$ cat config.mk
export PLATFORM = sky130hd
export DESIGN_NAME = pmhc_ctrl
export DESIGN_NICKNAME = d
export VERILOG_FILES = /design/src/logic/pmhc_pkg.sv /design/src/logic/pmhc_buf2.sv /design/src/logic/pmhc_abort_cnt.sv /design/src/logic/pmhc_ctrl.sv
export VERILOG_INCLUDE_DIRS = /design/src /design/src/logic
export SDC_FILE = /design/constraint.sdc
export NUM_CORES = 1
export LEC_CHECK = 0
export BUFFER_PORTS_ARGS = -buffer_cell sky130_fd_sc_hd__buf_2
export CAP_MARGIN = 20
export CORE_ASPECT_RATIO = 0.75
export CORE_MARGIN = 2
export CORE_UTILIZATION = 40
export CTS_CLUSTER_SIZE = 28
export DETAILED_ROUTE_END_ITERATION = 7
export GPL_ROUTABILITY_DRIVEN = 0
export PLACE_DENSITY = 0.6
export SYNTH_ARGS = -nofsm -noshare
export SYNTH_HDL_FRONTEND = slang
export SYNTH_SLANG_ARGS = --single-unit
$ cat constraint.sdc
create_clock -name clock -period 6 [get_ports clock]
set_input_delay 0.6 -clock clock [delete_from_list [all_inputs] [get_ports clock]]
set_output_delay 0.6 -clock clock [all_outputs]
set_load 0.05 [all_outputs]
$ cat src/logic/pmhc_regs.svh
// Register offsets, field positions, reset values and codes for the data-link control block
// What this block does
// - Count each abort sequence (seven ones) detected with receive enabled in C-bit parity format in a 16-bit saturating counter.
// - Software reads low byte at counter, then high byte at 3EH immediately after.
// - Abort counter frozen during DS3 loss of signal, out of frame, AIS or idle.
// - Reading the counter clears it; an abort in that read cycle is still counted.
// - On saturation, raise the abort-saturation request for the register at 2BH.
// - Polarity bit 6 at 1 drives interrupt pin active low, else active high.
// - Receive half-full enable at 1: state 010 on FIFO half full or end of message.
// - Receive half-full enable at 0: interrupt only on FIFO full/overflow or end of message.
// - Receive enable bit 4 passes destuffed C-bit parity bytes into the FIFO read at 38H.
// - Clearing receive enable disables the receiver and suppresses all its interrupts.
// - Software sets end-of-message bit 2; after drain, device sends FCS, then clears it.
// - Transmit half-full enable at 1: interrupt on crossing to half empty or end of message.
// - Transmit half-full enable at 0: interrupt only at end of message or underflow.
// - Reading a counter low byte copies its high byte into the common register and holds it.
// - Transmitter enabled with empty FIFO sends HDLC flags on the data-link C-bits.
`ifndef PMHC_REGS_SVH
`define PMHC_REGS_SVH

`define PMHC_ADDR_ABORT_LO 6'h3C
`define PMHC_ADDR_CTRL 6'h3D
`define PMHC_ADDR_HIGH_LATCH 6'h3E

`define PMHC_BIT_TX_EN 0
`define PMHC_BIT_TX_HALF_FULL_IRQ_ENABLE 1
`define PMHC_BIT_EOM 2
`define PMHC_BIT_RSVD 3
`define PMHC_BIT_RX_EN 4
`define PMHC_BIT_RX_HALF_FULL_IRQ_ENABLE 5
`define PMHC_BIT_IPOL 6

`define PMHC_CTRL_RESET 8'h00
`define PMHC_COUNT_RESET 16'h0000
`define PMHC_LATCH_RESET 8'h00

`define PMHC_RXIRQ_NONE 3'h0
`define PMHC_RXIRQ_EOM 3'h1
`define PMHC_RXIRQ_FILL 3'h2

`endif

$ cat src/logic/pmhc_pkg.sv
// Types shared by the data-link control block
package pmhc_pkg;
  typedef enum logic [0:0] {
    TX_RUN,
    TX_FCS
  } pmhc_tx_state_t;
endpackage : pmhc_pkg

$ cat src/logic/pmhc_buf2.sv
// Two-entry buffer between the destuffer and the receive FIFO
`timescale 1ns/10ps
`default_nettype none
module pmhc_buf2
  import pmhc_pkg::*;
#(
  parameter int W = 8
) (
  // Clock and reset
  input wire logic clock,
  input wire logic rst,
  // Filling side
  input wire logic s_valid,
  input wire logic [W-1:0] s_data,
  output logic s_ready,
  // Draining side
  output logic m_valid,
  output logic [W-1:0] m_data,
  input wire logic m_ready
);
  logic [W-1:0] mem_r [2];
  logic wr_ptr_r;
  logic rd_ptr_r;
  logic [1:0] cnt_r;
  logic [1:0] cnt_nxt;
  wire push = s_valid && s_ready;
  wire pop = m_valid && m_ready;

  assign cnt_nxt = cnt_r + {1'b0, push} - {1'b0, pop};
  assign m_data = mem_r[rd_ptr_r];

  always_ff @(posedge clock or posedge rst) begin
    if (rst) begin
      wr_ptr_r <= 1'b0;
      rd_ptr_r <= 1'b0;
      cnt_r <= 2'h0;
      s_ready <= 1'b1;
      m_valid <= 1'b0;
    end else begin
      if (push) wr_ptr_r <= ~wr_ptr_r;
      if (pop) rd_ptr_r <= ~rd_ptr_r;
      cnt_r <= cnt_nxt;
      s_ready <= cnt_nxt != 2'h2;
      m_valid <= cnt_nxt != 2'h0;
    end
  end

  // Storage needs no reset; valid guards it
  always_ff @(posedge clock) begin
    if (push) mem_r[wr_ptr_r] <= s_data;
  end
endmodule : pmhc_buf2
`default_nettype wire

$ cat src/logic/pmhc_abort_cnt.sv
// Saturating 16-bit abort counter, cleared by a processor read
`timescale 1ns/10ps
`default_nettype none
`include "pmhc_regs.svh"
module pmhc_abort_cnt
  import pmhc_pkg::*;
#(
  parameter int W = 16
) (
  // Clock and reset
  input wire logic clock,
  input wire logic rst,
  // Events
  input wire logic inc,
  input wire logic inhibit,
  input wire logic clr,
  // State
  output logic [W-1:0] count,
  output logic sat_pulse
);
  localparam logic [W-1:0] ALL_ONES = {W{1'b1}};
  wire do_inc = inc && !inhibit;
  wire at_max = count == ALL_ONES;
  logic [W-1:0] count_nxt;

  // A read clears; an abort in the same cycle becomes the first count
  assign count_nxt = clr ? (do_inc ? W'(1) : '0)
                   : (do_inc && !at_max) ? count + W'(1)
                   : count;

  always_ff @(posedge clock or posedge rst) begin
    if (rst) begin
      count <= `PMHC_COUNT_RESET;
      sat_pulse <= 1'b0;
    end else begin
      count <= count_nxt;
      sat_pulse <= (count_nxt == ALL_ONES) && !at_max;
    end
  end

  chk_hold_at_max: assert property (@(posedge clock) disable iff (rst)
    at_max && !clr |=> at_max) else $error("saturated counter moved without a read");
  chk_read_keeps_event: assert property (@(posedge clock) disable iff (rst)
    clr && inc && !inhibit |=> count == W'(1)) else $error("abort lost in read cycle");
  chk_inhibit_freeze: assert property (@(posedge clock) disable iff (rst)
    inhibit && !clr |=> $stable(count)) else $error("counter moved while inhibited");
  chk_count_step: assert property (@(posedge clock) disable iff (rst)
    inc && !inhibit && !clr && !at_max |=> count == $past(count) + W'(1))
    else $error("abort not counted");
  chk_sat_once: assert property (@(posedge clock) disable iff (rst)
    sat_pulse |=> !sat_pulse) else $error("saturation pulse longer than a cycle");
endmodule : pmhc_abort_cnt
`default_nettype wire

$ cat src/logic/pmhc_ctrl.sv
// Data-link control register, abort counter access and interrupt condition logic
`timescale 1ns/10ps
`default_nettype none
`include "pmhc_regs.svh"
module pmhc_ctrl
  import pmhc_pkg::*;
(
  // Clock and reset
  input wire logic clock,
  input wire logic rst,
  // Processor register port
  input wire logic [5:0] bus_addr,
  input wire logic [7:0] bus_wdata,
  input wire logic bus_wr,
  input wire logic bus_rd,
  output logic [7:0] bus_rdata,
  // DS3 alarms and framing mode
  input wire logic ds3_los,
  input wire logic ds3_oof,
  input wire logic ds3_ais,
  input wire logic ds3_idle,
  input wire logic frame_format_select,
  // Receive path from the destuffer
  input wire logic abort_detect,
  input wire logic rx_byte_valid,
  input wire logic [7:0] rx_byte,
  output logic rx_byte_ready,
  // Receive FIFO write port
  output logic rx_fifo_wr_valid,
  output logic [7:0] rx_fifo_wr_data,
  input wire logic rx_fifo_wr_ready,
  // Receive FIFO status
  input wire logic rx_fifo_half,
  input wire logic rx_fifo_full_ovf,
  input wire logic rx_eom_detect,
  // Transmit FIFO status and FCS handshake
  input wire logic tx_fifo_empty,
  input wire logic tx_half_cross,
  input wire logic tx_underflow,
  input wire logic tx_fcs_done,
  output logic tx_send_fcs,
  output logic tx_send_flags,
  // Control levels for the datapath
  output logic rx_hdlc_enable,
  output logic tx_hdlc_enable,
  output logic tx_last_byte_flag,
  // Interrupt requests and pin
  output logic [2:0] rx_hdlc_irq_state,
  output logic tx_hdlc_irq_request,
  output logic abort_saturation_irq,
  input wire logic irq_active,
  output logic irq_pin
);
  // Control register fields
  logic tx_en_r;
  logic tx_half_full_irq_enable_r;
  logic eom_r;
  logic rx_en_r;
  logic rx_half_full_irq_enable_r;
  logic ipol_r;
  logic [7:0] high_latch_r;
  pmhc_tx_state_t tx_state_r;
  pmhc_tx_state_t tx_state_nxt;

  // Decode
  wire sel_abort = bus_addr == `PMHC_ADDR_ABORT_LO;
  wire sel_ctrl = bus_addr == `PMHC_ADDR_CTRL;
  wire sel_high = bus_addr == `PMHC_ADDR_HIGH_LATCH;
  wire rd_abort = bus_rd && sel_abort;
  wire wr_ctrl = bus_wr && sel_ctrl;
  wire ds3_alarm = ds3_los || ds3_oof || ds3_ais || ds3_idle;
  // Aborts only exist in C-bit parity frames with the receiver on
  wire abort_in = abort_detect && rx_en_r && !frame_format_select;

  logic [15:0] abort_count;
  logic abort_sat;

  pmhc_abort_cnt #(
    .W(16)
  ) u_abort (
    .clock(clock),
    .rst(rst),
    .inc(abort_in),
    .inhibit(ds3_alarm),
    .clr(rd_abort),
    .count(abort_count),
    .sat_pulse(abort_sat)
  );

  // Receive bytes pass through only while enabled and in C-bit parity format
  wire rx_pass = rx_en_r && !frame_format_select;
  logic buf_s_ready;

  pmhc_buf2 #(
    .W(8)
  ) u_rxbuf (
    .clock(clock),
    .rst(rst),
    .s_valid(rx_byte_valid && rx_pass),
    .s_data(rx_byte),
    .s_ready(buf_s_ready),
    .m_valid(rx_fifo_wr_valid),
    .m_data(rx_fifo_wr_data),
    .m_ready(rx_fifo_wr_ready)
  );

  // Ready stays high while disabled so the destuffer drains instead of stalling
  assign rx_byte_ready = buf_s_ready || !rx_pass;

  // Read data; the high byte is captured in the same edge that clears the counter
  wire [7:0] ctrl_view = {1'b0, ipol_r, rx_half_full_irq_enable_r, rx_en_r, 1'b0, eom_r, tx_half_full_irq_enable_r, tx_en_r};
  wire [7:0] rdata_nxt = sel_abort ? abort_count[7:0]
                       : sel_ctrl ? ctrl_view
                       : sel_high ? high_latch_r
                       : 8'h00;

  always_ff @(posedge clock or posedge rst) begin
    if (rst) begin
      bus_rdata <= 8'h00;
    end else if (bus_rd) begin
      bus_rdata <= rdata_nxt;
    end
  end

  // Copying at the clearing edge keeps both bytes from one instant
  always_ff @(posedge clock or posedge rst) begin
    if (rst) begin
      high_latch_r <= `PMHC_LATCH_RESET;
    end else if (rd_abort) begin
      high_latch_r <= abort_count[15:8];
    end
  end

  // End of message: wait for the FIFO to drain, send FCS, then clear
  wire eom_drained = eom_r && tx_en_r && tx_fifo_empty && tx_state_r == TX_RUN;
  wire eom_finish = tx_state_r == TX_FCS && tx_fcs_done;
  always_comb begin
    tx_state_nxt = tx_state_r;
    unique case (tx_state_r)
      TX_RUN: if (eom_drained) tx_state_nxt = TX_FCS;
      TX_FCS: if (eom_finish || !tx_en_r) tx_state_nxt = TX_RUN;
    endcase
  end

  // Reserved bit 3 is not stored and reads back as zero
  always_ff @(posedge clock or posedge rst) begin
    if (rst) begin
      {ipol_r, rx_half_full_irq_enable_r, rx_en_r, tx_half_full_irq_enable_r, tx_en_r} <= 5'h00;
    end else if (wr_ctrl) begin
      ipol_r <= bus_wdata[`PMHC_BIT_IPOL];
      rx_half_full_irq_enable_r <= bus_wdata[`PMHC_BIT_RX_HALF_FULL_IRQ_ENABLE];
      rx_en_r <= bus_wdata[`PMHC_BIT_RX_EN];
      tx_half_full_irq_enable_r <= bus_wdata[`PMHC_BIT_TX_HALF_FULL_IRQ_ENABLE];
      tx_en_r <= bus_wdata[`PMHC_BIT_TX_EN];
    end
  end

  // A software set in the finishing cycle wins over the self clear
  always_ff @(posedge clock or posedge rst) begin
    if (rst) begin
      eom_r <= 1'b0;
    end else if (wr_ctrl && bus_wdata[`PMHC_BIT_EOM]) begin
      eom_r <= 1'b1;
    end else if (eom_finish || !tx_en_r) begin
      eom_r <= 1'b0;
    end
  end

  always_ff @(posedge clock or posedge rst) begin
    if (rst) begin
      tx_state_r <= TX_RUN;
    end else begin
      tx_state_r <= tx_state_nxt;
    end
  end

  // Interrupt conditions
  wire rx_fill = rx_half_full_irq_enable_r ? rx_fifo_half : rx_fifo_full_ovf;
  wire [2:0] rx_state_nxt = !rx_en_r ? `PMHC_RXIRQ_NONE
                          : (rx_fill || (rx_half_full_irq_enable_r && rx_eom_detect)) ? `PMHC_RXIRQ_FILL
                          : rx_eom_detect ? `PMHC_RXIRQ_EOM
                          : `PMHC_RXIRQ_NONE;
  wire tx_irq_nxt = tx_en_r && (eom_finish || (tx_half_full_irq_enable_r ? tx_half_cross : tx_underflow));

  // Interrupt requests
  always_ff @(posedge clock or posedge rst) begin
    if (rst) begin
      rx_hdlc_irq_state <= `PMHC_RXIRQ_NONE;
      tx_hdlc_irq_request <= 1'b0;
      abort_saturation_irq <= 1'b0;
    end else begin
      rx_hdlc_irq_state <= rx_state_nxt;
      tx_hdlc_irq_request <= tx_irq_nxt;
      abort_saturation_irq <= abort_sat;
    end
  end

  // Polarity applied before the flop so the pin never glitches
  always_ff @(posedge clock or posedge rst) begin
    if (rst) begin
      irq_pin <= 1'b0;
    end else begin
      irq_pin <= irq_active ^ ipol_r;
    end
  end

  // Transmit line requests
  always_ff @(posedge clock or posedge rst) begin
    if (rst) begin
      tx_send_fcs <= 1'b0;
      tx_send_flags <= 1'b0;
    end else begin
      tx_send_fcs <= eom_drained;
      tx_send_flags <= tx_en_r && tx_fifo_empty && !eom_r && tx_state_r == TX_RUN;
    end
  end

  // Control levels lag the register by one cycle
  always_ff @(posedge clock or posedge rst) begin
    if (rst) begin
      rx_hdlc_enable <= 1'b0;
      tx_hdlc_enable <= 1'b0;
      tx_last_byte_flag <= 1'b0;
    end else begin
      rx_hdlc_enable <= rx_en_r;
      tx_hdlc_enable <= tx_en_r;
      tx_last_byte_flag <= eom_r;
    end
  end

  chk_pin_polarity: assert property (@(posedge clock) disable iff (rst)
    ##1 irq_pin == ($past(irq_active) ^ $past(ipol_r))) else $error("interrupt pin polarity wrong");
  chk_high_latch: assert property (@(posedge clock) disable iff (rst)
    rd_abort |=> high_latch_r == $past(abort_count[15:8])) else $error("high byte not latched");
  chk_low_read: assert property (@(posedge clock) disable iff (rst)
    rd_abort |=> bus_rdata == $past(abort_count[7:0])) else $error("low byte read wrong");
  chk_rx_quiet: assert property (@(posedge clock) disable iff (rst)
    !rx_en_r |=> rx_hdlc_irq_state == `PMHC_RXIRQ_NONE) else $error("receive irq while disabled");
  chk_rx_half: assert property (@(posedge clock) disable iff (rst)
    rx_en_r && rx_half_full_irq_enable_r && rx_fifo_half |=> rx_hdlc_irq_state == `PMHC_RXIRQ_FILL)
    else $error("half full not signalled");
  chk_rx_nohalf: assert property (@(posedge clock) disable iff (rst)
    rx_en_r && !rx_half_full_irq_enable_r && rx_fifo_half && !rx_fifo_full_ovf && !rx_eom_detect
    |=> rx_hdlc_irq_state == `PMHC_RXIRQ_NONE) else $error("half full signalled while off");
  chk_tx_irq_mode: assert property (@(posedge clock) disable iff (rst)
    tx_en_r && !tx_half_full_irq_enable_r && tx_half_cross && !tx_underflow && !eom_finish
    |=> !tx_hdlc_irq_request) else $error("transmit half irq while off");
  chk_tx_half: assert property (@(posedge clock) disable iff (rst)
    tx_en_r && tx_half_full_irq_enable_r && tx_half_cross |=> tx_hdlc_irq_request) else $error("half cross missed");
  chk_eom_clear: assert property (@(posedge clock) disable iff (rst)
    eom_finish && !(wr_ctrl && bus_wdata[`PMHC_BIT_EOM]) |=> !eom_r ##1 !tx_last_byte_flag)
    else $error("end of message bit not cleared after FCS");
  chk_flags_idle: assert property (@(posedge clock) disable iff (rst)
    tx_en_r && tx_fifo_empty && !eom_r && tx_state_r == TX_RUN |=> tx_send_flags)
    else $error("no flags while idle");

  // Register port, pin and saturation request
  chk_high_read: assert property (@(posedge clock) disable iff (rst)
    bus_rd && sel_high |=> bus_rdata == $past(high_latch_r))
    else $error("high latch read wrong");
  chk_rdata_hold: assert property (@(posedge clock) disable iff (rst)
    !bus_rd |=> $stable(bus_rdata)) else $error("read data moved without a read");
  chk_latch_hold: assert property (@(posedge clock) disable iff (rst)
    !rd_abort |=> $stable(high_latch_r)) else $error("high latch moved without a read");
  chk_pin_low: assert property (@(posedge clock) disable iff (rst)
    ipol_r && irq_active |=> !irq_pin) else $error("active low pin not low");
  chk_pin_high: assert property (@(posedge clock) disable iff (rst)
    !ipol_r && irq_active |=> irq_pin) else $error("active high pin not high");
  chk_sat_irq: assert property (@(posedge clock) disable iff (rst)
    abort_sat |=> abort_saturation_irq) else $error("saturation request missed");

  // Receive side
  chk_rx_enable_out: assert property (@(posedge clock) disable iff (rst)
    ##1 rx_hdlc_enable == $past(rx_en_r)) else $error("receive enable level wrong");
  chk_rx_gate: assert property (@(posedge clock) disable iff (rst)
    !rx_fifo_wr_valid && !(rx_byte_valid && rx_pass) |=> !rx_fifo_wr_valid)
    else $error("receive byte appeared from nowhere");
  chk_rx_eom_only: assert property (@(posedge clock) disable iff (rst)
    rx_en_r && !rx_half_full_irq_enable_r && rx_eom_detect && !rx_fifo_full_ovf
    |=> rx_hdlc_irq_state == `PMHC_RXIRQ_EOM) else $error("end of message not signalled");
  chk_rx_full: assert property (@(posedge clock) disable iff (rst)
    rx_en_r && !rx_half_full_irq_enable_r && rx_fifo_full_ovf |=> rx_hdlc_irq_state == `PMHC_RXIRQ_FILL)
    else $error("full not signalled");
  chk_rx_eom_fill: assert property (@(posedge clock) disable iff (rst)
    rx_en_r && rx_half_full_irq_enable_r && rx_eom_detect |=> rx_hdlc_irq_state == `PMHC_RXIRQ_FILL)
    else $error("end of message not in fill state");

  // Transmit side
  chk_tx_unf: assert property (@(posedge clock) disable iff (rst)
    tx_en_r && !tx_half_full_irq_enable_r && tx_underflow |=> tx_hdlc_irq_request)
    else $error("underflow irq missed");
  chk_tx_half_only: assert property (@(posedge clock) disable iff (rst)
    tx_en_r && tx_half_full_irq_enable_r && tx_underflow && !tx_half_cross && !eom_finish
    |=> !tx_hdlc_irq_request) else $error("underflow irq in half mode");
  chk_eom_irq: assert property (@(posedge clock) disable iff (rst)
    tx_en_r && eom_finish |=> tx_hdlc_irq_request) else $error("end of message irq missed");
  chk_fcs_start: assert property (@(posedge clock) disable iff (rst)
    eom_drained |=> tx_send_fcs) else $error("FCS not started");
  chk_fcs_wait: assert property (@(posedge clock) disable iff (rst)
    !eom_r || !tx_fifo_empty |=> !tx_send_fcs) else $error("FCS started too early");
  chk_eom_hold: assert property (@(posedge clock) disable iff (rst)
    eom_r && tx_en_r && !eom_finish |=> eom_r)
    else $error("end of message bit cleared early");
  chk_flags_stop: assert property (@(posedge clock) disable iff (rst)
    !tx_en_r |=> !tx_send_flags) else $error("flags while transmitter off");
endmodule : pmhc_ctrl
`default_nettype wire

# Word-level counts from Yosys, hierarchy flattened
# Memory sizes are Yosys's and may differ from the RTL's.
# Cells that the tools add are included.
# classes
n_addsub	3
eq_ne	6
n_mux	18
bitwise_logic	4
n_reduce_logical	36
# ops
op	n
== test 16 bit, second input constant	2
2-to-1 mux 16 bit	2
2-to-1 mux 8 bit	3
logical AND 1 bit	21
== test 6 bit, second input constant	3
adder 16 x 1 -> 16 bit, second input constant	1
2-to-1 mux 1 bit	10
logical OR 1 bit	7
zero test 1 bit	6
2-to-1 mux 2 bit	2
nonzero test 2 bit	2
inverter 1 bit	3
adder 2 x 1 -> 2 bit	1
!= test 2 bit, second input constant	1
one-hot mux 1 bit (2 select lines)	1
subtractor 2 x 1 -> 2 bit	1
bitwise XOR 1 bit	1
# totals
regBits	56
mem_bits_rw	16
input_bits	42
output_inout_bits	29
elab_cells	93
n_memories	1
# memory_table
memory	words	word_bits	read_ports	rd_clocked_by_memory_dff	wr	line_no	rtl
u_rxbuf.mem_r	2	8	1	0	1	pmhc_buf2.sv:21	logic [W-1:0] mem_r [2];

# Logic depth before layout (Yosys ltp)
# logic_depth
depth_word	10
ltp_mapped	8

# Modules after synthesis
# A second synthesis with hierarchy kept.
# hier_totals
cells_unflattened	272
hier_area_um2	3363.2
# modules_own_cells
mod	instances	cells_each	area_each_um2
pmhc_ctrl	1	114	1482.7
pmhc_abort_cnt	1	112	1046.0
pmhc_buf2	1	46	834.6

# Least setup slack after synthesis
# OpenSTA, ideal clock, no wires.
# synth_path
path_kind	input port to flip-flop
start	input port ds3_idle
end	register u_abort.sat_pulse
setup_time_ns	0.120
arrival_ns	2.026
path_slack_ns	3.853
cell_stages	6
n_path_buf	0
path_cell_list	and4bb_4 nand2_4 or4_1 xnor2_1 and4bb_1 and4_1
# synth_via
elab_chain_cells	8
word_cells_on_any_way	9
cone_classes	1 x eq/ne; 3 x mux; 5 x reduce/logical
# synth_rtl
element	line_no	rtl
start: declaration	pmhc_ctrl.sv:21	input wire logic ds3_idle,
logical OR 1 bit (*)	pmhc_ctrl.sv:71	wire ds3_alarm = ds3_los || ds3_oof || ds3_ais || ds3_idle;
zero test 1 bit (*)	pmhc_abort_cnt.sv:22	wire do_inc = inc && !inhibit;
logical AND 1 bit (*)	pmhc_abort_cnt.sv:22	
logical AND 1 bit	pmhc_abort_cnt.sv:28	: (do_inc && !at_max) ? count + W'(1)
2-to-1 mux 16 bit	pmhc_abort_cnt.sv:28	
2-to-1 mux 16 bit (*)	pmhc_abort_cnt.sv:27	assign count_nxt = clr ? (do_inc ? W'(1) : '0)
== test 16 bit (*)	pmhc_abort_cnt.sv:37	sat_pulse <= (count_nxt == ALL_ONES) && !at_max;
logical AND 1 bit (*)	pmhc_abort_cnt.sv:37	
end signal: assignment	pmhc_abort_cnt.sv:37	
end: declaration	pmhc_abort_cnt.sv:19	output logic sat_pulse
# Every way passes the cells marked *; elsewhere a longest branch is shown, timed or not.
# A chain may end at the register's enable or synchronous reset.

# Worst setup path in the final report
# layout_path
start	register u_abort.count[0]
end	register u_abort.sat_pulse
# layout_via
elab_chain_cells	7
word_cells_on_any_way	8
cone_classes	1 x add/sub; 2 x eq/ne; 2 x mux; 3 x reduce/logical
# layout_rtl
element	line_no	rtl
start: declaration	pmhc_abort_cnt.sv:18	output logic [W-1:0] count,
start signal: assignment	pmhc_abort_cnt.sv:33	count <= `PMHC_COUNT_RESET;
start signal: assignment	pmhc_abort_cnt.sv:36	count <= count_nxt;
branches (longest 6 deep; another with adder 16 x 1 -> 16 bit)	--	
logical AND 1 bit (*)	pmhc_abort_cnt.sv:37	
# Every way passes the cells marked *.

==> summary.md <==
| Metric | Value |
|---|---|
| Design Power | about 1200 uW |
| Max Buffers Root-to-Sink | 2 |
| Die area | roughly 9000 sq um |
| Max IR drop VDD | 0.000160 V |
| Worst Setup End Kind | flop |
| Hold Slack | roughly 350 ps |
| Initial antenna violation count | 0 |
| Worst-Skew Late Latency | between 300 and 400 ps |
| Leading area contributor after synthesis | dfrtp_1 |
| Pre-antenna DRT Iters | 4 |
| DP Area | 3760 sq um |
| P&R area growth vs syn | 19.2% |
| Final core utilization | 0.499 |
| Max-cap check violation count | 0 |
| EDFF count, synth | 16 |
| Slowest CP cell | nor4_4 |
| Nets | 410 |
| Postcts setup bufs | 0 |
| WP data required | around 6200 ps |
| Hpwl dp | about 5300 microns |
| Port Buffer Count | 67 |
| PostCTS Resize Cnt | 0 |
| Rows | 28 |
| Layout cells sized above 1 | 0.292 |
| CTS tree | done |
| RR Endpoint | u_abort.sat_pulse |
| Worst-path clk slew | 70 ps |
| IO Pins | between 70 and 80 |
| Synth cell types | 52 |
| Leak pwr | roughly 0.0019 uW |
| Syn Area/Cell | 11.2 sq um |
| RSZ-0062 raised after global routing | false |
| Syn_nets | between 300 and 400 |
| Finished Cell Area | between 3000 and 4000 sq um |
| Share of flip-flops with an asynchronous set or reset | 0.778 |
| Combinational power share | 0.182 |
| Max Fclk | 0.380 GHz |
| Cell-by-cell listing of the critical path | ha_1 -> nand4_1 -> nor4_4 -> nor3_1 -> xnor2_1 -> and4bb_1 -> and4_1 |
| Clk_skew | about 5.3 ps |
| Global-route usage over all layers | 0.174 |
| Wirelength per Cell | 15.3 microns |
| Power per standard cell area | 301 nW/um^2 |
| YS warnings | 0 |
| DRC | 0 |
| Synthesis-stage register bit count | 72 |
| FF-to-FF path depth | 7 |
| H-tree depth | 3 |
| Detailed-route wire length | about 7300 microns |
| Worst R2R Start | u_abort.count[0] |
| Register share of total power | 0.470 |
| Final period demand of the worst path | 2630 ps |
| Post-Synthesis Cell Area | ~3300 sq um |
| Clock share of power | 0.347 |
| Most used DFF post-synth | dfrtp_1 |
| Global-route wire length before repair | ~12000 microns |
| Critical path launch point | u_abort.count[0] |
| Switching share of power | 0.294 |
| Core area | 7990 sq um |
| Final Max Tran Viols | 0 |
| Hold buffers post-CTS | 0 |
| Register area share after synthesis | 0.563 |
| CTS Buf Count | 9 |
| Setup TNS | 0 ps |
| Slew margin rel. | 0.407 |
| Via count | roughly 2400 |
| Crit path to | u_abort.sat_pulse |
| FF-to-FF setup slack | around 3400 ps |
| DRT antenna net count | 0 |
| Vias per cell | 5.15 |
| Int Pwr | between 800 and 900 uW |
| DIE WIDTH | roughly 110 microns |
| CP Launch Type | flop |
| Max incr delay on CP | approximately 660 ps |
| Root Buffer | clkbuf_8 |
| Final Hold Viols | 0 |
| CP Max Fanout | 14 |
| Clock Sink Count | roughly 70 |
| Setup CP Type | flop to flop |
| Fill cells | 755 |
| Final Cycle Share | 0.439 |
| Hold Crit Class | flop to flop |
| Yosys top cell area share | 0.412 |
| Switching power | around 350 uW |
| Arr. time, crit path | 2870 ps |
| Diode count | 0 |
| Initial core utilization | 0.418 |
| Post-Syn Instances | ~300 |
| Largest net degree at the start of global routing | 57 |
| Run status | finished, final reports clean |
| Synth area leaders | dfrtp_1, edfxtp_1, mux2_2 |
| First DRT Iteration DRCs | 202 |
| Die H | 83.2 microns |
| Tightest Pin Transition | roughly 880 ps |
| Gr ovfl total | 0 |
| Final setup fails | 0 |
| Number of global-route vias before repair | roughly 2400 |
[synthesized netlist by cell type, drive strengths merged (2+ instances only)]
cell type / count
nand2b: 4
a21oi: 13
edfxtp: 16
or3: 3
o21ai: 4
nor4bb: 2
xor2: 9
nor4b: 2
and2: 7
clkbuf: 8
and4b: 2
and4bb: 3
a32o: 2
mux2i: 9
a31oi: 2
or2: 3
nand3: 8
inv: 14
and4: 4
nor3: 6
o31a: 2
nor2: 23
dfrtp: 55
xnor2: 7
o22ai: 9
mux2: 13
nand2: 37
nor2b: 2
nor4: 3
ha: 3
buf: 5
nand4: 7
[cell type report]
type                            instances  area (sq um)  area share
Clock inverter                          7          93.8      0.0236
Timing Repair Buffer                   69           350      0.0880
Inverter                               14          52.6      0.0132
Clock buffer                            9           124      0.0311
Sequential cell                        72          1880       0.473
Tap cell                              105           131      0.0330
Multi-Input combinational cell        199          1350       0.338
[kinds of logic (layout without fill, tap and decap cells)]
kind of cell,after synthesis,after routing,share of synthesized area
flops,72,72,0.563
other cells,1,1,0.00112
fa+ha+maj,3,3,0.0112
simple gates,119,119,0.204
buf+inv,27,99,0.0348
mux,22,22,0.0708
xor+xnor,16,16,0.0419
compound gates,38,38,0.0723
[state kept, by name, summed over array words and instances, names as in the netlist, 2 cells and up]
| name | cells |
|---|---|
| u_abort.count | 16 |
| bus_rdata | 8 |
| u_rxbuf.cnt_r | 2 |
| high_latch_r | 8 |
| rx_hdlc_irq_state | 2 |
| u_rxbuf.mem_r | 16 |
[worst min path at each step]
| stage | from | endpoint | slack [ps] | cells past startpoint |
|---|---|---|---|---|
| after global routing | u_abort.sat_pulse | abort_saturation_irq | 370 | 0 |
| after detailed placement | u_abort.sat_pulse | abort_saturation_irq | 330 | 0 |
| final | u_abort.sat_pulse | abort_saturation_irq | 350 | 0 |
| after CTS | u_abort.sat_pulse | abort_saturation_irq | 350 | 0 |
| after global placement | u_abort.sat_pulse | abort_saturation_irq | 340 | 0 |
| after floorplan | u_abort.sat_pulse | abort_saturation_irq | 330 | 0 |
[per-stage QoR]
stage	cells	setup WS, ps
finish	475	3370
floorplan	298	3850
global placement	459	3380
detailed placement	459	3410
CTS	475	3390
global route	475	3170
[power by group through the flow]
stage / Clock [uW] / Sequential [uW] / Combinational [uW]
final: 417 / 564 / 219
after CTS: 432 / 565 / 221
after detailed placement: 0 / 576 / 220
after floorplan: 0 / 587 / 156
after global routing: 451 / 571 / 238
after global placement: 0 / 575 / 217
[cell usage in the layout, fill, tap and decap left out, types with 2 or more instances in the layout]
master | netlist | final
nor2_1 | 23 | 23
buf_2 | 2 | 67
nand4_1 | 6 | 6
o31a_1 | 2 | 2
buf_4 | 1 | 2
nor4_1 | 2 | 2
clkbuf_8 | 0 | 9
or3_1 | 3 | 3
dfrtp_1 | 55 | 55
o21ai_0 | 4 | 4
a32o_1 | 2 | 2
nand3_1 | 8 | 8
xnor2_1 | 7 | 7
and4_1 | 4 | 4
and4bb_1 | 2 | 2
nand2_1 | 36 | 36
inv_1 | 14 | 13
mux2i_1 | 9 | 9
o22ai_1 | 9 | 9
or2_2 | 3 | 3
a21oi_1 | 13 | 13
nor4bb_1 | 2 | 2
and4b_1 | 2 | 2
edfxtp_1 | 16 | 16
and2_1 | 7 | 7
xor2_1 | 9 | 9
nor3_1 | 5 | 4
nor2b_1 | 2 | 2
ha_1 | 3 | 3
nand2b_1 | 4 | 4
mux2_2 | 13 | 13
a31oi_1 | 2 | 2
nor4b_1 | 2 | 2
bufinv_16 | 0 | 2
[critical path: cells and delay by family, from the launching register on]
kind,cells,cell delay [ps]
XOR/XNOR,1,220
flip-flops,1,520
adder cells (fa/ha/maj),1,350
AND/OR/NAND/NOR,5,1450
[routing by layer]
metal / up-vias / share of wire / global-route usage
li1: 1187 / - / -
met1: 1167 / 0.49 / 0.259
met2: 83 / 0.43 / 0.251
met3: 10 / 0.065 / 0.0440
met4: 0 / 0.011 / 0.0483
met5: - / 0 / 0
(Power assumes the default switching activity.)
